### config.mk
export PLATFORM = sky130hd
export DESIGN_NAME = irq_request_enable_regs
export DESIGN_NICKNAME = d
export VERILOG_FILES = /design/src/pkg/irq_regs_pkg.sv /design/src/core/irq_request_enable_regs.sv
export SDC_FILE = /design/constraint.sdc
export NUM_CORES = 1
export LEC_CHECK = 0
export BUFFER_PORTS_ARGS = -buffer_cell sky130_fd_sc_hd__buf_2
export CORE_UTILIZATION = 50
export DETAILED_ROUTE_END_ITERATION = 6
export HOLD_SLACK_MARGIN = 0.06
export PLACE_DENSITY = 0.86
export SLEW_MARGIN = 20
export SYNTH_ARGS = -nofsm -noshare
export SYNTH_HDL_FRONTEND = slang
export SYNTH_SLANG_ARGS = --single-unit
### constraint.sdc
create_clock -name clk_sys -period 24.5 [get_ports clk_sys]
set_input_delay 1.225 -clock clk_sys [delete_from_list [all_inputs] [get_ports clk_sys]]
set_output_delay 1.225 -clock clk_sys [all_outputs]
set_load 0.02 [all_outputs]
### src/pkg/irq_regs_pkg.sv
`default_nettype none

package irq_regs_pkg;

    // Bus and data geometry
    localparam int ADDR_WIDTH  = 12;
    localparam int DATA_WIDTH  = 8;
    localparam int GROUP_WIDTH = 8;
    localparam int GROUP_COUNT = 3;
    localparam int SOURCE_COUNT = GROUP_WIDTH * GROUP_COUNT;
    localparam int INDEX_WIDTH = 5;
    localparam int PERIPH2_WIDTH = 4;
    localparam int PINC_WIDTH  = 4;

    // Register offsets
    localparam logic [ADDR_WIDTH-1:0] OFFSET_REQUEST_GROUP0      = 12'hfc0;
    localparam logic [ADDR_WIDTH-1:0] OFFSET_ENABLE_HIGH_GROUP0  = 12'hfc1;
    localparam logic [ADDR_WIDTH-1:0] OFFSET_ENABLE_LOW_GROUP0   = 12'hfc2;
    localparam logic [ADDR_WIDTH-1:0] OFFSET_REQUEST_GROUP1_PINS = 12'hfc3;
    localparam logic [ADDR_WIDTH-1:0] OFFSET_REQUEST_GROUP2      = 12'hfc6;
    localparam logic [ADDR_WIDTH-1:0] OFFSET_EVENT_STATUS        = 12'hfd0;
    localparam logic [ADDR_WIDTH-1:0] OFFSET_EVENT_MASK          = 12'hfd1;

    // Reset values
    localparam logic [GROUP_WIDTH-1:0] RESET_REQUEST = 8'h00;
    localparam logic [GROUP_WIDTH-1:0] RESET_ENABLE  = 8'h00;
    localparam logic [DATA_WIDTH-1:0]  RESET_READ    = 8'h00;

    // Event status / mask layout: one overrun bit per request group
    localparam int EVENT_WIDTH = 3;
    localparam int EVENT_BIT_OVERRUN_GROUP0 = 0;
    localparam int EVENT_BIT_OVERRUN_GROUP1 = 1;
    localparam int EVENT_BIT_OVERRUN_GROUP2 = 2;
    localparam logic [EVENT_WIDTH-1:0] RESET_EVENT = 3'h0;

    // Priority level encoding {enable high, enable low}
    typedef enum logic [1:0] {
        LEVEL_OFF     = 2'h0,
        LEVEL_LOW     = 2'h1,
        LEVEL_NOMINAL = 2'h2,
        LEVEL_HIGH    = 2'h3
    } level_e;

endpackage

`default_nettype wire

### src/core/irq_request_enable_regs.sv
`timescale 1ns/100ps
`default_nettype none

// Overview of operation
// - Watchdog interrupt never passes through these request or enable registers.
// - A request pulse sets its source bit in the request register.
// - Global enable on: pending enabled requests go to the core as vectored.
// - Global enable off: requests stay latched and readable for polling.
// - Group 0 bits 7..0: timer2, timer1, timer0, rx0, tx0, two-wire, SPI, converter.
// - Group 1 bit x holds the edge request of pin x, port A or D.
// - Per pin index, port select chooses A or D as the only feeder.
// - Group 2 bits 7..0: timer3, rx1, tx1, transfer engine, port C pins 3..0.
// - Enable pair high/low: 00 off, 01 level 1, 10 level 2, 11 level 3.
// - Group 0 enable bits map to the same sources as group 0 requests.
// - Acknowledge clears the request bit; writing 0 also clears it.
// - Writing 1 raises the request; acknowledge clears it later.
// - Level 3 beats level 2 beats level 1 regardless of source order.
// - Within one level, the lowest fixed vector position wins.
module irq_request_enable_regs
    import irq_regs_pkg::*;
(
    input  wire logic                     clk_sys,
    input  wire logic                     rst,
    // Register bus
    input  wire logic [ADDR_WIDTH-1:0]    regAddr,
    input  wire logic [DATA_WIDTH-1:0]    regWrData,
    input  wire logic                     regWrEn,
    input  wire logic                     regRdEn,
    output logic      [DATA_WIDTH-1:0]    regRdData,
    // One-cycle request pulses from same-clock logic
    input  wire logic [GROUP_WIDTH-1:0]   periph0Pulse,
    input  wire logic [PERIPH2_WIDTH-1:0] periph2Pulse,
    input  wire logic [GROUP_WIDTH-1:0]   portAEdgePulse,
    input  wire logic [GROUP_WIDTH-1:0]   portDEdgePulse,
    input  wire logic [PINC_WIDTH-1:0]    pinCEdgePulse,
    // Levels from control registers kept outside this block
    input  wire logic [GROUP_WIDTH-1:0]   portSelect,
    input  wire logic [GROUP_WIDTH-1:0]   enableHighGroup1,
    input  wire logic [GROUP_WIDTH-1:0]   enableLowGroup1,
    input  wire logic [GROUP_WIDTH-1:0]   enableHighGroup2,
    input  wire logic [GROUP_WIDTH-1:0]   enableLowGroup2,
    input  wire logic                     globalIrqEnable,
    // Core side
    input  wire logic                     ackValid,
    input  wire logic [INDEX_WIDTH-1:0]   ackIndex,
    output logic                          irqRequest,
    output logic      [INDEX_WIDTH-1:0]   irqVector,
    output logic      [1:0]               irqLevel,
    output logic                          irqEvent
);

    // Request and enable state
    logic [GROUP_WIDTH-1:0] requestGroup0_reg;
    logic [GROUP_WIDTH-1:0] requestGroup0_next;
    logic [GROUP_WIDTH-1:0] requestGroup1Pins_reg;
    logic [GROUP_WIDTH-1:0] requestGroup1Pins_next;
    logic [GROUP_WIDTH-1:0] requestGroup2_reg;
    logic [GROUP_WIDTH-1:0] requestGroup2_next;
    logic [GROUP_WIDTH-1:0] enableHighGroup0_reg;
    logic [GROUP_WIDTH-1:0] enableHighGroup0_next;
    logic [GROUP_WIDTH-1:0] enableLowGroup0_reg;
    logic [GROUP_WIDTH-1:0] enableLowGroup0_next;

    // Event status and mask
    logic [EVENT_WIDTH-1:0] eventStatus_reg;
    logic [EVENT_WIDTH-1:0] eventStatus_next;
    logic [EVENT_WIDTH-1:0] eventMask_reg;
    logic [EVENT_WIDTH-1:0] eventMask_next;

    // Outputs
    logic [DATA_WIDTH-1:0]  regRdData_reg;
    logic [DATA_WIDTH-1:0]  regRdData_next;
    logic                   irqRequest_reg;
    logic                   irqRequest_next;
    logic [INDEX_WIDTH-1:0] irqVector_reg;
    logic [INDEX_WIDTH-1:0] irqVector_next;
    logic [1:0]             irqLevel_reg;
    logic [1:0]             irqLevel_next;
    logic                   irqEvent_reg;
    logic                   irqEvent_next;

    // Combinational helpers
    logic [GROUP_WIDTH-1:0]  pinPulse;
    logic [GROUP_WIDTH-1:0]  group2Pulse;
    logic [GROUP_WIDTH-1:0]  ackClear0;
    logic [GROUP_WIDTH-1:0]  ackClear1;
    logic [GROUP_WIDTH-1:0]  ackClear2;
    logic [SOURCE_COUNT-1:0] pendingFlat;
    // Flat view: index is group times eight plus seven minus bit
    logic [1:0]              levelFlat [SOURCE_COUNT];
    logic                    bestFound;
    logic [INDEX_WIDTH-1:0]  bestIndex;
    logic [1:0]              bestLevel;

    // Only the watchdog bypasses this block; it has no input here

    // One port per pin index, chosen by the select bit
    // Edges on the deselected port are dropped, not held for later
    assign pinPulse    = (portSelect & portDEdgePulse) | (~portSelect & portAEdgePulse);
    assign group2Pulse = {periph2Pulse, pinCEdgePulse};

    // Flattened priority order: index 0 is the lowest vector position
    // Ack indices 24 to 31 match no bit and are ignored
    genvar g;
    generate
        for (g = 0; g < GROUP_WIDTH; g++) begin : gen_flat
            assign ackClear0[GROUP_WIDTH-1-g] = ackValid
                && (ackIndex == INDEX_WIDTH'(g));
            assign ackClear1[GROUP_WIDTH-1-g] = ackValid
                && (ackIndex == INDEX_WIDTH'(g + GROUP_WIDTH));
            assign ackClear2[GROUP_WIDTH-1-g] = ackValid
                && (ackIndex == INDEX_WIDTH'(g + 2 * GROUP_WIDTH));
            assign pendingFlat[g]                 = requestGroup0_reg[GROUP_WIDTH-1-g];
            assign pendingFlat[g + GROUP_WIDTH]   = requestGroup1Pins_reg[GROUP_WIDTH-1-g];
            assign pendingFlat[g + 2*GROUP_WIDTH] = requestGroup2_reg[GROUP_WIDTH-1-g];
            assign levelFlat[g] = {enableHighGroup0_reg[GROUP_WIDTH-1-g],
                                   enableLowGroup0_reg[GROUP_WIDTH-1-g]};
            assign levelFlat[g + GROUP_WIDTH] = {enableHighGroup1[GROUP_WIDTH-1-g],
                                                 enableLowGroup1[GROUP_WIDTH-1-g]};
            assign levelFlat[g + 2*GROUP_WIDTH] = {enableHighGroup2[GROUP_WIDTH-1-g],
                                                   enableLowGroup2[GROUP_WIDTH-1-g]};
        end
    endgenerate

    // Request latching; write replaces, ack clears, pulse sets last so it wins
    always_comb begin
        requestGroup0_next     = requestGroup0_reg;
        requestGroup1Pins_next = requestGroup1Pins_reg;
        requestGroup2_next     = requestGroup2_reg;
        // A write replaces the whole register; software rewrites all eight bits
        if (regWrEn) begin
            case (regAddr)
                OFFSET_REQUEST_GROUP0:      requestGroup0_next = regWrData;
                OFFSET_REQUEST_GROUP1_PINS: requestGroup1Pins_next = regWrData;
                OFFSET_REQUEST_GROUP2:      requestGroup2_next = regWrData;
                default: ;
            endcase
        end
        requestGroup0_next     = requestGroup0_next & ~ackClear0;
        requestGroup1Pins_next = requestGroup1Pins_next & ~ackClear1;
        requestGroup2_next     = requestGroup2_next & ~ackClear2;
        // Pulse after ack, so a fresh request is never eaten by a late ack
        // Latched whatever the global enable, so polling sees them
        requestGroup0_next     = requestGroup0_next | periph0Pulse;
        requestGroup1Pins_next = requestGroup1Pins_next | pinPulse;
        requestGroup2_next     = requestGroup2_next | group2Pulse;
    end

    // Enable registers
    // Group 1 and 2 pairs come in as ports; their registers live outside
    always_comb begin
        enableHighGroup0_next = enableHighGroup0_reg;
        enableLowGroup0_next  = enableLowGroup0_reg;
        if (regWrEn && regAddr == OFFSET_ENABLE_HIGH_GROUP0) begin
            enableHighGroup0_next = regWrData;
        end
        if (regWrEn && regAddr == OFFSET_ENABLE_LOW_GROUP0) begin
            enableLowGroup0_next = regWrData;
        end
    end

    // Arbitration: scan from highest index downward; >= lets ties end on the lower index
    // Linear scan over 24 sources in one cycle; a tree would cut depth for area
    always_comb begin
        bestFound = 1'b0;
        bestIndex = '0;
        bestLevel = LEVEL_OFF;
        for (int i = SOURCE_COUNT - 1; i >= 0; i--) begin
            if (pendingFlat[i] && levelFlat[i] != LEVEL_OFF
                    && levelFlat[i] >= bestLevel) begin
                bestFound = 1'b1;
                bestIndex = INDEX_WIDTH'(i);
                bestLevel = levelFlat[i];
            end
        end
    end

    always_comb begin
        // Withheld while globally disabled; the latched bits still stand
        // Registered, so an ack shows on these outputs one cycle late
        irqRequest_next = globalIrqEnable && bestFound;
        irqVector_next  = bestIndex;
        irqLevel_next   = bestLevel;
    end

    // Overrun: a pulse hitting a bit that is already pending merges and is lost
    always_comb begin
        eventStatus_next = eventStatus_reg;
        eventMask_next   = eventMask_reg;
        if (regWrEn && regAddr == OFFSET_EVENT_STATUS) begin
            // Write-one-to-clear: a read-modify-write cannot wipe a new event
            eventStatus_next = eventStatus_reg & ~regWrData[EVENT_WIDTH-1:0];
        end
        if (regWrEn && regAddr == OFFSET_EVENT_MASK) begin
            eventMask_next = regWrData[EVENT_WIDTH-1:0];
        end
        // Set after clear so a same-cycle event survives
        if (|(periph0Pulse & requestGroup0_reg)) begin
            eventStatus_next[EVENT_BIT_OVERRUN_GROUP0] = 1'b1;
        end
        if (|(pinPulse & requestGroup1Pins_reg)) begin
            eventStatus_next[EVENT_BIT_OVERRUN_GROUP1] = 1'b1;
        end
        if (|(group2Pulse & requestGroup2_reg)) begin
            eventStatus_next[EVENT_BIT_OVERRUN_GROUP2] = 1'b1;
        end
        // Mask gates only the output; status still latches while masked
        irqEvent_next = |(eventStatus_next & eventMask_next);
    end

    // Read data shows the register value before the same-cycle update
    // Unmapped addresses read zero and nothing flags them
    always_comb begin
        regRdData_next = RESET_READ;
        if (regRdEn) begin
            case (regAddr)
                OFFSET_REQUEST_GROUP0:      regRdData_next = requestGroup0_reg;
                OFFSET_ENABLE_HIGH_GROUP0:  regRdData_next = enableHighGroup0_reg;
                OFFSET_ENABLE_LOW_GROUP0:   regRdData_next = enableLowGroup0_reg;
                OFFSET_REQUEST_GROUP1_PINS: regRdData_next = requestGroup1Pins_reg;
                OFFSET_REQUEST_GROUP2:      regRdData_next = requestGroup2_reg;
                OFFSET_EVENT_STATUS:
                    regRdData_next = {{(DATA_WIDTH-EVENT_WIDTH){1'b0}}, eventStatus_reg};
                OFFSET_EVENT_MASK:
                    regRdData_next = {{(DATA_WIDTH-EVENT_WIDTH){1'b0}}, eventMask_reg};
                default:                    regRdData_next = RESET_READ;
            endcase
        end
    end

    // Request registers
    always_ff @(posedge clk_sys) begin
        if (rst) begin
            requestGroup0_reg     <= RESET_REQUEST;
            requestGroup1Pins_reg <= RESET_REQUEST;
            requestGroup2_reg     <= RESET_REQUEST;
        end else begin
            requestGroup0_reg     <= requestGroup0_next;
            requestGroup1Pins_reg <= requestGroup1Pins_next;
            requestGroup2_reg     <= requestGroup2_next;
        end
    end

    // Group 0 enables reset to off, so no group 0 source is offered before software sets a level
    always_ff @(posedge clk_sys) begin
        if (rst) begin
            enableHighGroup0_reg <= RESET_ENABLE;
            enableLowGroup0_reg  <= RESET_ENABLE;
        end else begin
            enableHighGroup0_reg <= enableHighGroup0_next;
            enableLowGroup0_reg  <= enableLowGroup0_next;
        end
    end

    // Event status, mask and level interrupt
    // Interrupt is built from next values, so it lines up with the status bits
    always_ff @(posedge clk_sys) begin
        if (rst) begin
            eventStatus_reg <= RESET_EVENT;
            eventMask_reg   <= RESET_EVENT;
            irqEvent_reg    <= 1'b0;
        end else begin
            eventStatus_reg <= eventStatus_next;
            eventMask_reg   <= eventMask_next;
            irqEvent_reg    <= irqEvent_next;
        end
    end

    // Read data stands for one cycle only
    // Idle zero lets several slaves be ORed onto one bus without a select
    always_ff @(posedge clk_sys) begin
        if (rst) begin
            regRdData_reg <= RESET_READ;
        end else begin
            regRdData_reg <= regRdData_next;
        end
    end

    // Offer to the core
    // Vector and level are valid only while the request stands
    always_ff @(posedge clk_sys) begin
        if (rst) begin
            irqRequest_reg <= 1'b0;
            irqVector_reg  <= '0;
            irqLevel_reg   <= LEVEL_OFF;
        end else begin
            irqRequest_reg <= irqRequest_next;
            irqVector_reg  <= irqVector_next;
            irqLevel_reg   <= irqLevel_next;
        end
    end

    assign regRdData  = regRdData_reg;
    assign irqRequest = irqRequest_reg;
    assign irqVector  = irqVector_reg;
    assign irqLevel   = irqLevel_reg;
    assign irqEvent   = irqEvent_reg;

endmodule

`default_nettype wire

==> results summary <==
The pin count of the biggest net entering global routing came out at 52. The number of flops mapped to enable cells by yosys came out at 0. The count of cells in the finished layout, fillers not included, comes to between 1,000 and 1,500.

The area of the mapped netlist is around 5300 µm². On the worst path, the slowest cell contributes a delay of 0.39 ns. Setup repair after global routing could not meet its margin everywhere. The net count reported at finish came out at about 1,100. The width of the die is 105 µm. In this run the power density over the cells is roughly 52 nW/µm². The signal arrival time at the worst endpoint came out at between 20 and 30 ns. The routed design uses 2220 µm of met3 wire. After synthesis, the mean cell area works out to 7.65 µm².

For this design, the slowest cell found on the critical path is or3_4. The area of the multi-input gates came out at ~4600 µm². Once detailed placement completed, the half-perimeter wirelength came to 14,900 µm. The number of H-tree branching levels came out at 3. Of the cells placed in the final design, the portion with a size suffix greater than 1 is between 40% and 50%. The mean number of vias per cell came out at ~6.4.

The first-pass GRT wire length is between 30,000 and 40,000 µm. The startpoint identified for the worst register-to-register timing path is requestGroup2_reg[0]. The die is approximately 110 µm tall.

For this configuration, the core starts out at a cell density of 51.7%. After synthesis, the largest family of logic cells by area is simple AND/OR/NAND/NOR gates. The run finished, with violations left. Summing the sequential cell areas from Yosys gives between 20% and 30% of the chip area. The worst reg2reg path depth came out at about 140. The total overflow left after global routing is 0.

The max-cap check violation count is 0. The sequential cell area in the final layout is between 1000 and 1500 µm². The worst-case IR drop observed on VDD is about 0.000063 V. The number of antenna violations at the first check in global routing is 0. The total power of the final layout came out at roughly 0.00042 W. The max-slew violation count came out at 0.

The detailed router finished its first iteration with roughly 700 violations. The final wirelength is about 22,000 µm. Of the post-synthesis cell area, the part taken by muxes is between 10% and 20%.

The end of the worst register-to-register path is irqVector[1]. The number of detailed-route iterations in the first pass is 6. The number of stages on the worst hold path is 2. The gate count of the mapped netlist is ~700. Data on the critical path is required at its endpoint by approximately 25 ns. The number of routed nets with antenna violations came out at 0. The wire length on met2 is around 10,000 µm.

The actual transition at the worst max-transition pin is 0.914 ns. The most prevalent standard cell on the critical path is nand2b_4. The sink of the worst hold path is eventMask_reg[1]. The final number of hold-violating endpoints is 0. The largest fanout on the critical path is 4.

The highest clock rate came out at approximately 38 MHz. Summing the areas of all and, or, nand and nor instances in the mapped netlist gives approximately 28% of the synthesized area. The final setup TNS is -15.25 ns. The antenna diode instance count came out at 0. The core region area is 10,300 µm².

Counting I/O delays and the setup requirement, the final critical path takes between 20 and 30 ns. The mean routed wirelength per cell is 20.1 µm. Summing the areas of all compound-gate instances in the mapped netlist gives about 26% of the synthesized area. After detailed routing, the wire length on met1 is around 8000 µm. Counting tap cells, the placed design contains a total of around 1,000 instances.

The total setup violations reported at the end of the flow is 8. The worst setup path is captured at a flip-flop. TritonCTS built the clock tree. The number of buffers added by the clock tree synthesis step came out at 9.

The count of hold-fix buffers inserted at cts came out at 0. The cell accounting for the most synthesized area is dfxtp_1. Of the total synthesized cell area, the portion taken by full adders, half adders and majority gates is under 10%. The number of warning messages in the yosys log came out at 0. The internal reg-to-reg setup slack came out at -1.58 ns. The xor-xnor portion of the synthesized cell area is 0%. Clock tree synthesis selected as its root buffer the cell clkbuf_8.

The area share of the largest cell type after synthesis came out at about a quarter. By area the synthesized netlist is led by dfxtp_1 (24%), mux2i_1 (9.6%), nor2_1 (6.2%). In the post-route analysis, the smallest setup slack over all paths is -2.06 ns. In the layout the commonest cells are buf_4 (132), buf_2 (118), nor2_1 (84).

Yosys mapped the design onto 80 distinct sky130hd cell types. The worst setup path is of the in2reg kind. The count of pins on the block boundary came out at 120. The area growth from synthesis to layout is 51.0%. For this run, the leading register cell type out of synthesis is dfxtp_1. The die covers between 10,000 and 15,000 µm². The clock skew came out at around 0.0085 ns. Buffers placed on the I/O ports in this run total 119. The ratio of final minimum period to clock period is 108%.

The startpoint of the tightest hold check path is eventMask_reg[1]. The async set-or-reset flop fraction in the synthesized netlist is 0%. In this run the worst hold path is classified as reg2reg. The via count of the first global-routing pass came out at 6,838.

The leakage dissipation came out at between 3 and 4 nW. The CTS sink count is 63. The buffer levels on the longest clock path came out at 2. Routability-driven placement finished with a final weighted congestion of about 0.94. Clock latency on the worst-skew pair, taken at its later pin, is 0.36 ns. The final routed DRC violation total is 0. The count of vias placed by the detailed router is around 7,000. STA classifies the critical path startpoint as an input port. The number of core rows came out at 37. OpenSTA, run right after detailed placement, puts the worst setup slack at -1.85 ns. After clock tree synthesis, the clock-pin slew on the worst setup and hold paths is 0.08 ns. The highest layer touched by signal routing is met4. The most common cell after layout, fill and taps aside is buf_4. The final reports fail on negative setup slack. The relative slew slack came out at a little under 40%. The net count after synthesis came out at between 800 and 900. The final-layout fill cell count came out at a little under 700. The synthesized flop and latch total came out at 63. Global routing consumed, over all layers together, between 30 and 40% of the routing resources.
## where the power goes
| group | switching (W) | internal (W) |
|---|---|---|
| Clock | 0.0000451 | 0.0000679 |
| Combinational | 0.0000942 | 0.0000993 |
| Sequential | 0.00000724 | 0.000108 |
## kinds of logic (layout without fill, tap and decap cells)
| logic type | count (synthesis) | count (layout) |
|---|---|---|
| AO/OA/AOI/OAI | 187 | 187 |
| multiplexers | 62 | 62 |
| AND/OR/NAND/NOR | 295 | 295 |
| flip-flops | 63 | 63 |
| buffers and inverters | 66 | 311 |
| adder cells (fa/ha/maj) | 25 | 25 |
## cell usage after synthesis (4+ instances only)
master,number
a21oi_1,45
a211oi_1,5
o21ai_0,18
a22oi_1,5
mux2_2,10
ha_1,25
o211a_1,4
o221ai_1,5
nand4_1,10
a221oi_1,13
or3_1,5
o31ai_1,4
o22ai_1,7
o21ai_1,5
o21a_1,5
nor2b_1,13
nor2_1,88
dfxtp_1,63
a22o_1,6
a21o_1,4
and2_1,13
clkbuf_1,19
a31oi_1,17
nand2b_1,26
nand3_1,17
mux2i_1,51
and3_1,12
nand2_1,72
inv_1,43
a222oi_1,4
nor3_1,15
## layout make-up
type	instances	area share, %
multi-input cells	569	57.4
repair buffers	252	19.8
flip-flops and latches	63	15.6
well taps	136	2.11
inverters	43	2.00
clock buffers	9	1.54
clock inverters	7	1.51
## layer usage
metal / track usage, % / up-vias
li1: - / 3072
met1: 43.6 / 3245
met2: 64.1 / 489
met3: 6.68 / 102
met4: 20.4 / 0
met5: 0 / -
## through the flow
stage | utilization [%] | cell area, µm² | hold WS (ns)
2_1_floorplan | - | 5840 | 0.467
3_3_place_gp | 68.0 | 7020 | 0.490
3_5_place_dp | 68.0 | 7020 | 0.512
4_1_cts | 74.8 | 7720 | 0.535
5_1_grt | 78.1 | 8060 | 0.569
6_report | 78.1 | 8060 | 0.540
## what timing repair did
| action | CTS | global route |
|---|---|---|
| pin swaps | 46 | 64 |
| buffers inserted | 46 | 21 |
| endpoints found under the setup margin | 8 | 8 |
| resized for setup | 22 | 35 |
## critical path: cells and delay by family
kind                     cells  cell delay [ns]
AO/OA/AOI/OAI               52             8.55
adder cells (fa/ha/maj)     23             5.91
buffers and inverters        4             0.28
multiplexers                 7             2.14
AND/OR/NAND/NOR             57             8.69
## worst max-delay path by stage
stage,depth (start not counted),from,slack (ns),to
after global placement,142,enableLowGroup2[0],-0.76,irqVector[1]
after floorplan,142,enableLowGroup2[0],-0.91,irqVector[1]
final,143,enableLowGroup2[0],-2.06,irqVector[1]
after CTS,143,enableLowGroup2[0],-1.10,irqVector[1]
after global routing,143,enableLowGroup2[0],-3.01,irqVector[1]
after detailed placement,143,enableLowGroup2[0],-1.85,irqRequest
No activity file was read; power rests on OpenSTA's default activity.
